## config.mk

```make
export PLATFORM = sky130hd
export DESIGN_NAME = dmmo_core
export DESIGN_NICKNAME = d
export VERILOG_FILES = /design/src/dmmo_pkg.sv /design/src/dmmo_mult.sv /design/src/dmmo_core.sv
export SDC_FILE = /design/constraint.sdc
export NUM_CORES = 1
export LEC_CHECK = 0
export ABC_AREA = 0
export BUFFER_PORTS_ARGS = -buffer_cell sky130_fd_sc_hd__clkbuf_2
export CAP_MARGIN = 10
export CORE_UTILIZATION = 50
export CTS_BUF_LIST = sky130_fd_sc_hd__clkbuf_8
export DETAILED_ROUTE_END_ITERATION = 16
export PLACE_DENSITY_LB_ADDON = 0.25
export SLEW_MARGIN = 20
export SYNTH_ARGS = -nofsm -noshare
export SYNTH_HDL_FRONTEND = slang
export SYNTH_SLANG_ARGS = --single-unit
```

## constraint.sdc

```tcl
create_clock -name clk_i -period 5.95 [get_ports clk_i]
set_input_delay 0 -clock clk_i [delete_from_list [all_inputs] [get_ports clk_i]]
set_output_delay 0 -clock clk_i [all_outputs]
set_load 0.05 [all_outputs]
```

## src/dmmo_pkg.sv

```systemverilog
// Constants, encodings and types shared by the data move and multiply executor
package dmmo_pkg;

   // ****************************************
   // Opcode prefixes
   // ****************************************
   localparam logic [3:0] OPC_COPY_SRC  = 4'hC;  // First word of copy_file_to_file
   localparam logic [3:0] OPC_COPY_DST  = 4'hF;  // Second word of copy_file_to_file
   localparam logic [7:0] OPC_LOAD_BANK = 8'h01; // load_bank_literal
   localparam logic [7:0] OPC_LOAD_ACC  = 8'h0E; // load_literal_to_acc
   localparam logic [7:0] OPC_MUL_LIT   = 8'h0D; // multiply_literal_acc
   localparam logic [6:0] OPC_STORE_ACC = 7'h37; // store_acc_to_file, 0110 111a
   localparam logic [6:0] OPC_MUL_FILE  = 7'h01; // multiply_acc_file, 0000 001a

   // ****************************************
   // Instruction field positions
   // ****************************************
   localparam int PFX4_HI  = 15;  // Top of the 4-bit prefix
   localparam int PFX4_LO  = 12;  // Bottom of the 4-bit prefix
   localparam int PFX8_LO  = 8;   // Bottom of the 8-bit prefix
   localparam int PFX7_LO  = 9;   // Bottom of the 7-bit prefix
   localparam int ADDR_HI  = 11;  // Top of a 12-bit address field
   localparam int LIT_HI   = 7;   // Top of an 8-bit literal or file field
   localparam int BANK_BIT = 8;   // Bank-choice bit of file instructions
   localparam int SPLIT_BIT = 7;  // Access bank split: low half / high half

   // ****************************************
   // Data space map
   // ****************************************
   localparam logic [11:0] ACC_ADDR      = 12'hFE8; // Working register's mapped address
   localparam logic [11:0] PC_LOW_ADDR   = 12'hFF9; // program_counter_low
   localparam logic [11:0] STK_UPPER_ADDR = 12'hFFF; // stack_top_upper
   localparam logic [11:0] STK_HIGH_ADDR = 12'hFFE; // stack_top_high
   localparam logic [11:0] STK_LOW_ADDR  = 12'hFFD; // stack_top_low
   localparam logic [3:0]  ACCESS_LO_PAGE = 4'h0;   // Access bank, lower half
   localparam logic [3:0]  ACCESS_HI_PAGE = 4'hF;   // Access bank, upper half

   // ****************************************
   // Reset values
   // ****************************************
   localparam logic [7:0]  ACC_RST  = 8'h00;
   localparam logic [7:0]  BANK_RST = 8'h00;
   localparam logic [7:0]  PROD_RST = 8'h00;
   localparam logic [15:0] WORD_RST = 16'h0000;
   localparam logic [11:0] ADDR_RST = 12'h000;

   // ****************************************
   // Types
   // ****************************************
   typedef enum logic [1:0] {
      QP_1 = 2'b00,  // Decode
      QP_2 = 2'b01,  // Read
      QP_3 = 2'b10,  // Process
      QP_4 = 2'b11   // Write
   } dmmo_q_t;

   typedef enum logic {
      SEQ_SINGLE = 1'b0,  // Ordinary instruction cycle
      SEQ_COPY2  = 1'b1   // Second word of copy_file_to_file
   } dmmo_seq_t;

endpackage

```

## src/dmmo_mult.sv

```systemverilog
// Unsigned 8x8 multiplier for the product register pair
`timescale 1ns/1ps
module dmmo_mult (
   input  wire logic [7:0]  a_i,  // Working register
   input  wire logic [7:0]  b_i,  // Literal or file operand
   output logic      [15:0] p_o   // Full unsigned product
);
   // Full 16-bit result; neither carry nor overflow can exist
   assign p_o = 16'(a_i) * 16'(b_i);
endmodule

```

## src/dmmo_core.sv

```systemverilog
// Executor for data move, literal load and multiply instructions
`timescale 1ns/1ps

// What this block does
// - Decode two-word copy, prefixes 1100 then 1111
// - Copy addresses span whole 4096-byte space, unbanked
// - Working register usable as copy source or destination
// - Copy: read first cycle, write second Q4
// - Literal into bank select, one cycle, no flags
// - Store working register to banked file, no flags
// - Bank bit zero selects access bank, else bank select
// - Multiply literal by working register into product pair
// - Decode multiply literal from 0000 1101 prefix
// - Multiply keeps working register and flags unchanged
// - Multiply raises no carry, overflow or zero indication
module dmmo_core (
   input  wire logic                 clk_i,          // 25 MHz core clock
   input  wire logic                 rst_n_i,        // Synchronous reset, active low
   input  wire logic [15:0]          instr_i,        // Fetched word, stable during Q1
   input  wire logic [7:0]           dm_rdata_i,     // Data memory read data
   output logic      [1:0]           q_phase_o,      // Current quarter
   output logic      [11:0]          dm_addr_o,      // Data memory address
   output logic                      dm_rd_o,        // Data memory read strobe
   output logic                      dm_wr_o,        // Data memory write strobe
   output logic      [7:0]           dm_wdata_o,     // Data memory write data
   output logic      [7:0]           acc_o,          // Working register
   output logic      [7:0]           bank_select_o,  // bank_select_reg
   output logic      [7:0]           product_high_o, // product_high
   output logic      [7:0]           product_low_o,  // product_low
   output logic                      second_word_o,  // Executing a copy's second word
   output logic                      bad_dest_o      // Copy aimed at a protected byte
);
   import dmmo_pkg::*;

   // ****************************************
   // State
   // ****************************************
   dmmo_q_t     q;          // Quarter counter, the only divider
   dmmo_seq_t   seq;        // Single cycle or copy second word
   logic [15:0] ir;         // Word latched at end of Q1
   logic [7:0]  acc;        // Working register
   logic [7:0]  bank_select_reg;        // bank_select_reg
   logic [7:0]  prod_hi;    // product_high
   logic [7:0]  prod_lo;    // product_low
   logic [7:0]  opd;        // Operand read in Q2, held across a copy
   logic [11:0] addr;       // Registered memory address
   logic        rd;         // Registered read strobe
   logic        wr;         // Registered write strobe
   logic [7:0]  wdata;      // Registered write data
   logic        bad_dest;   // Sticky until next copy destination

   // ****************************************
   // Decode
   // ****************************************
   // During Q1 the fetched word is live; afterwards the latched copy is used
   wire [15:0] word       = (q == QP_1) ? instr_i : ir;
   wire        copy2      = (seq == SEQ_COPY2);
   wire [7:0]  lit        = word[LIT_HI:0];
   // Second words never decode as anything else
   wire        is_copy1   = !copy2 && (word[PFX4_HI:PFX4_LO] == OPC_COPY_SRC);
   wire        dest_ok    = copy2 && (word[PFX4_HI:PFX4_LO] == OPC_COPY_DST);
   wire        is_ldbank  = !copy2 && (word[PFX4_HI:PFX8_LO] == OPC_LOAD_BANK);
   wire        is_ldacc   = !copy2 && (word[PFX4_HI:PFX8_LO] == OPC_LOAD_ACC);
   wire        is_mullit  = !copy2 && (word[PFX4_HI:PFX8_LO] == OPC_MUL_LIT);
   wire        is_stacc   = !copy2 && (word[PFX4_HI:PFX7_LO] == OPC_STORE_ACC);
   wire        is_mulfile = !copy2 && (word[PFX4_HI:PFX7_LO] == OPC_MUL_FILE);
   wire        is_mul     = is_mullit || is_mulfile;
   wire        file_op    = is_stacc || is_mulfile;

   // Access bank splits into low and high halves by the file field's top bit
   wire [3:0]  access_pg  = lit[SPLIT_BIT] ? ACCESS_HI_PAGE : ACCESS_LO_PAGE;
   wire [3:0]  bank_pg    = word[BANK_BIT] ? bank_select_reg[3:0] : access_pg;
   wire [11:0] bank_addr  = {bank_pg, lit};

   // Copy uses the raw 12-bit field; no banking involved
   wire [11:0] full_addr  = word[ADDR_HI:0];
   wire [11:0] rd_addr    = is_copy1 ? full_addr : bank_addr;
   wire        rd_need    = is_copy1 || file_op;
   wire        rd_is_acc  = (rd_addr == ACC_ADDR);
   wire [11:0] wr_addr    = copy2 ? full_addr : bank_addr;
   wire        wr_is_acc  = (wr_addr == ACC_ADDR);
   wire        wr_mem     = (dest_ok || is_stacc) && !wr_is_acc;
   wire [7:0]  wr_val     = copy2 ? opd : acc;
   wire        dest_prot  = (full_addr == PC_LOW_ADDR) || (full_addr == STK_UPPER_ADDR) ||
                            (full_addr == STK_HIGH_ADDR) || (full_addr == STK_LOW_ADDR);

   // ****************************************
   // Multiplier
   // ****************************************
   logic [15:0] product;                           // Combinational product
   wire  [7:0]  mul_b = is_mullit ? lit : opd;     // Literal or file operand

   dmmo_mult u_mult (
      .a_i (acc),
      .b_i (mul_b),
      .p_o (product)
   );

   // ****************************************
   // Quarter divider and sequence
   // ****************************************
   // Free-running quarter counter; every instruction cycle is four clocks
   always_ff @(posedge clk_i) begin
      if (!rst_n_i) begin
         q <= QP_1;
      end else begin
         q <= dmmo_q_t'(q + 2'h1);
      end
   end

   // Copy's first word arms the second cycle at the end of Q4
   always_ff @(posedge clk_i) begin
      if (!rst_n_i) begin
         seq <= SEQ_SINGLE;
      end else if (q == QP_4) begin
         seq <= is_copy1 ? SEQ_COPY2 : SEQ_SINGLE;
      end
   end

   // ****************************************
   // Quarter actions
   // ****************************************
   // Memory strobes: read in Q2, write in Q4, nothing else
   always_ff @(posedge clk_i) begin
      if (!rst_n_i) begin
         ir    <= WORD_RST;
         addr  <= ADDR_RST;
         rd    <= 1'b0;
         wr    <= 1'b0;
         wdata <= ACC_RST;
         opd   <= ACC_RST;
      end else begin
         unique case (q)
            QP_1: begin
               // Decode; set up the Q2 read, none in a copy second word
               ir <= instr_i;
               if (rd_need) begin
                  addr <= rd_addr;
                  rd   <= !rd_is_acc;
               end
            end
            QP_2: begin
               // Operand capture; the working register bypasses memory
               rd <= 1'b0;
               if (rd_need) begin
                  opd <= rd_is_acc ? acc : dm_rdata_i;
               end
            end
            QP_3: begin
               // Present the destination for the Q4 write
               if (dest_ok || is_stacc) begin
                  addr  <= wr_addr;
                  wr    <= wr_mem;
                  wdata <= wr_val;
               end
            end
            QP_4: begin
               wr <= 1'b0;
            end
         endcase
      end
   end

   // Register commits at the end of Q4; no status flags exist in this path
   always_ff @(posedge clk_i) begin
      if (!rst_n_i) begin
         acc     <= ACC_RST;
         bank_select_reg     <= BANK_RST;
         prod_hi <= PROD_RST;
         prod_lo <= PROD_RST;
      end else if (q == QP_4) begin
         if (is_ldacc) begin
            acc <= lit;
         end else if (dest_ok && wr_is_acc) begin
            acc <= opd;
         end
         if (is_ldbank) begin
            bank_select_reg <= lit;
         end
         // Multiply writes only the pair; accumulator untouched
         if (is_mul) begin
            prod_hi <= product[15:8];
            prod_lo <= product[7:0];
         end
      end
   end

   // Flags a copy aimed at the counter or stack bytes; the write still goes ahead
   always_ff @(posedge clk_i) begin
      if (!rst_n_i) begin
         bad_dest <= 1'b0;
      end else if (q == QP_3 && copy2) begin
         bad_dest <= dest_ok && dest_prot;
      end
   end

   // ****************************************
   // Outputs
   // ****************************************
   assign q_phase_o      = q;
   assign dm_addr_o      = addr;
   assign dm_rd_o        = rd;
   assign dm_wr_o        = wr;
   assign dm_wdata_o     = wdata;
   assign acc_o          = acc;
   assign bank_select_o  = bank_select_reg;
   assign product_high_o = prod_hi;
   assign product_low_o  = prod_lo;
   assign second_word_o  = seq;
   assign bad_dest_o     = bad_dest;
endmodule

```

==> metrics.yaml <==
clocking:
  cts_tree: "yes"
  cts_made_buffers: 9
  cts_max_level: 3
  cts_buffer_depth: 2
  clk_latency_ns: 0.38
  clk_pin_slew_ns: 0.10
  cts_sinks: 82
  clockRootBuffer: "clkbuf_8"
place:
  placed_cell_area_sq_mm: 0.00669
  io_buffers: 83
  post-place-ws_ns: -0.0573
  hpwl_mm: 12.0
  gp_congestion: 0.868
  dp_cells: 903
setup_path:
  critPathTopFamily: "adder cells"
  startpoint_type: "flop"
  rr_worst_depth: 20
  cp.depth: 20
  cpMostUsedCell: "fa_1"
  cp_slowest_cell: "or4_4"
  crit_chain: "inv_1 > ha_2 > or4_4 > o2bb2ai_2 > or2_4 > buf_4 > a21oi_4 > and2_1 > fa_1 > fa_1 > fa_1 > inv_1 > fa_1 > inv_1 > ha_1 > a211o_1 > a21oi_2 > o21bai_1 > a2111o_1 > o211ai_1"
  crit_fanout: 9
  cp-end-kind: "flop"
  rrSetupSlack_ns: 0.20
  worst-setup-path-type: "flop to flop"
  cp.required_ns: 6.27
  path_buf_inv: 4
  max_stage_delay_ns: 0.55
  worstPathArrival_ns: 6.07
synthesis:
  yosys.area_share.xor_xnor_pct: 0.859
  synth_edf_count: 0
  syn-num-nets: 794
  synth-simple-area-share_pct: 19.2
  synth_compound_gate_area_share_pct: 17.2
  synthFlopType: "dfxtp_1"
  yosys_warnings: 0
  synth_top_family_by_area: "adder cells"
  ys_seq_elements: 82
  syn_area_sq_mm: 0.00612
  async_flop_share_pct: 0
  synth-adder-area-share_pct: 20.0
  synth_cell_types: 67
  synth_area_per_cell_sq_um: 8.84
  synth-seq-area-share_pct: 26.8
  synthMuxAreaShare_pct: 8.08
  syn_inst: 692
hold_path:
  hold_depth: 4
  hold_path_class: "input port to flop"
sta:
  hold_viol: 0
  fin_crit_ns: 5.75
  skew_ns: 0.0110
  finalCritPeriodShare_pct: 96.7
  max_freq_mhz: 174
  slew-limit-headroom_pct: 38.7
  max_slew.worst_pin.slew_ns: 0.919
  setup_viol: 0
  drv_slew: 0
  fin_ws_ns: 0.195
final_layout:
  instances_no_fill: 940
  fill_cells: 1053
  final_layout_size_suffix_gt1_share_pct: 23.0
  nNetsFinal: 890
  areaGrowthSynthToFinish_pct: 17.2
  diodes: 0
  multi_input_area_sq_mm: 0.00409
  fin_util_pct: 59.9
  design_area_sq_mm: 0.00717
  seq_area_sq_mm: 0.00165
detailed_routing:
  drtIter0Drc: 297
  drt-pass1-iter-count: 5
  wire_per_inst_um: 16.8
  num_vias: 5353
  routed_wl_mm: 15.7
  final_antenna_net_count: 0
  vias_per_cell: 5.69
  drc_errors: 0
job:
  drv_cap: 0
global_route:
  met1_usage_pct: 33.8
  grt_first_pass_wirelength_mm: 26.0
  antenna_found_initial: 0
  gr-usage-met2_pct: 42.6
  grt.overflow.total: 0
  grt.busiest_layer: "met2"
  use_met3_pct: 4.59
  track_usage_pct: 25.8
  grt_max_degree: 46
  grt_pass1_vias: 5432
power:
  p_seq_share_pct: 46.5
  power.switching_mw: 0.428
  intPower_mw: 0.831
  combPwrFrac_pct: 19.9
  p_leak_nw: 3.28
  ir_drop_uv: 152
  swShare_pct: 34.0
  p_per_area_mw_per_mm2: 176
  clockPowerShare_pct: 33.6
floorplan:
  initial_core_util_pct: 51.1
  die_y_um: 113
  die-area_sq_mm: 0.0127
  die_x_um: 113
  rows: 40
  core-area_sq_mm: 0.0120
  ios: 84
outcome:
  status: "finished clean"
-- final timing paths --
kind                startpoint                 to
setup / recovery  q_phase_o[0]  product_high_o[4]
hold / removal      instr_i[9]              ir[9]
setup reg to reg  q_phase_o[0]  product_high_o[4]
hold reg to reg   q_phase_o[0]       q_phase_o[0]
-- worst reg2reg max path: stages, from the launching register on --
cell and delay (ns):
dfxtp_4 0.38, inv_1 0.06, ha_2 0.22, or4_4 0.55
o2bb2ai_2 0.15, or2_4 0.30, buf_4 0.20, a21oi_4 0.23
and2_1 0.20, fa_1 0.47, fa_1 0.41, fa_1 0.52
inv_1 0.05, fa_1 0.47, inv_1 0.04, ha_1 0.32
a211o_1 0.33, a21oi_2 0.17, o21bai_1 0.11, a2111o_1 0.42
o211ai_1 0.09
-- state kept, by name (all words and copies together), names as in the netlist --
register and cells:
product_high_o 8, bad_dest_o 1, bank_select_o 8, second_word_o 1, dm_wr_o 1, ir 16, q_phase_o 2, dm_addr_o 12
opd 8, dm_rd_o 1, dm_wdata_o 8, product_low_o 8, acc_o 8
-- area by class of cell --
cell class,instances,area share (%)
tap,147,2.57
clock inverter,7,1.10
multi-input combinational,497,57.1
timing repair buffer,122,10.5
clock buffer,9,1.73
inverter,76,3.98
sequential,82,23.0
-- synth_stat cells (all sizes together), types with 4 or more instances --
cell type / count / area (sq um)
buf: 17 / 120
nor3: 9 / 61.3
nand2b: 4 / 25.0
nor2: 47 / 184
o21bai: 4 / 30.0
nand2: 67 / 251
and2: 14 / 87.6
o21ai: 35 / 198
xnor2: 5 / 43.8
clkbuf: 20 / 75.1
mux2i: 34 / 340
inv: 75 / 282
o221ai: 8 / 120
o211ai: 6 / 45.0
a21o: 7 / 52.6
a21oi: 33 / 199
ha: 40 / 500
nand3: 10 / 62.6
dfxtp: 82 / 1640
a211oi: 19 / 148
mux2: 13 / 154
fa: 36 / 721
nand4: 14 / 87.6
o31ai: 4 / 30.0
nor2b: 41 / 259
-- through the flow --
step | TNS, ns | hold slack [ns] | power (mW)
finish | 0 | 0.0630 | 1.26
global route | -0.0190 | 0.0566 | 1.31
CTS | 0 | 0.0514 | 1.26
detailed placement | -0.147 | 0.298 | 0.833
global placement | 0 | 0.293 | 0.827
floorplan | 0 | 0.147 | 0.769
-- power groups by stage --
stage          logic (mW)  registers (mW)  clock network, mW
2_1_floorplan       0.135           0.633                  0
3_3_place_gp        0.231           0.597                  0
3_5_place_dp        0.235           0.598                  0
4_1_cts             0.243           0.585              0.432
5_1_grt             0.268           0.589              0.456
6_report            0.250           0.586              0.423
-- logic make-up (layout without fill, tap and decap cells) --
group                    count (synthesis)  after routing
adder cells (fa/ha/maj)                 76             76
AO/OA/AOI/OAI                          142            142
flip-flops                              82             82
multiplexers                            47             47
AND/OR/NAND/NOR                        226            226
XOR/XNOR                                 6              6
buffers and inverters                  113            214
-- routing by layer --
layer	part of all wire, %	routed length [um]
met1	46	7240
met4	2.3	359
met2	47	7400
met3	4.8	754
met5	0	0
-- what timing repair did --
| item | 4_1_cts | 5_1_grt |
|---|---|---|
| gates resized for setup | 2 | 15 |
| endpoints found under the setup margin | 5 | 6 |
| buffers inserted | 0 | 7 |
| gates cloned | 0 | 0 |
| hold endpoints to repair | 14 | 0 |
| hold buffers | 14 | 0 |
| pin swaps | 0 | 5 |
-- placed cells by master (no fill, tap or decap), drive strengths merged, types with 5 or more instances in the layout --
master / count
clkbuf: 92
dfxtp: 82
inv: 80
nand2: 67
nor2: 47
nor2b: 41
ha: 40
fa: 36
o21ai: 35
mux2i: 34
a21oi: 33
buf: 25
a211oi: 19
and2: 14
nand4: 14
dlygate4sd3: 14
mux2: 13
nand3: 10
nor3: 9
o221ai: 8
a21o: 7
o211ai: 6
xnor2: 5
No activity file was read; power rests on OpenSTA's default activity.
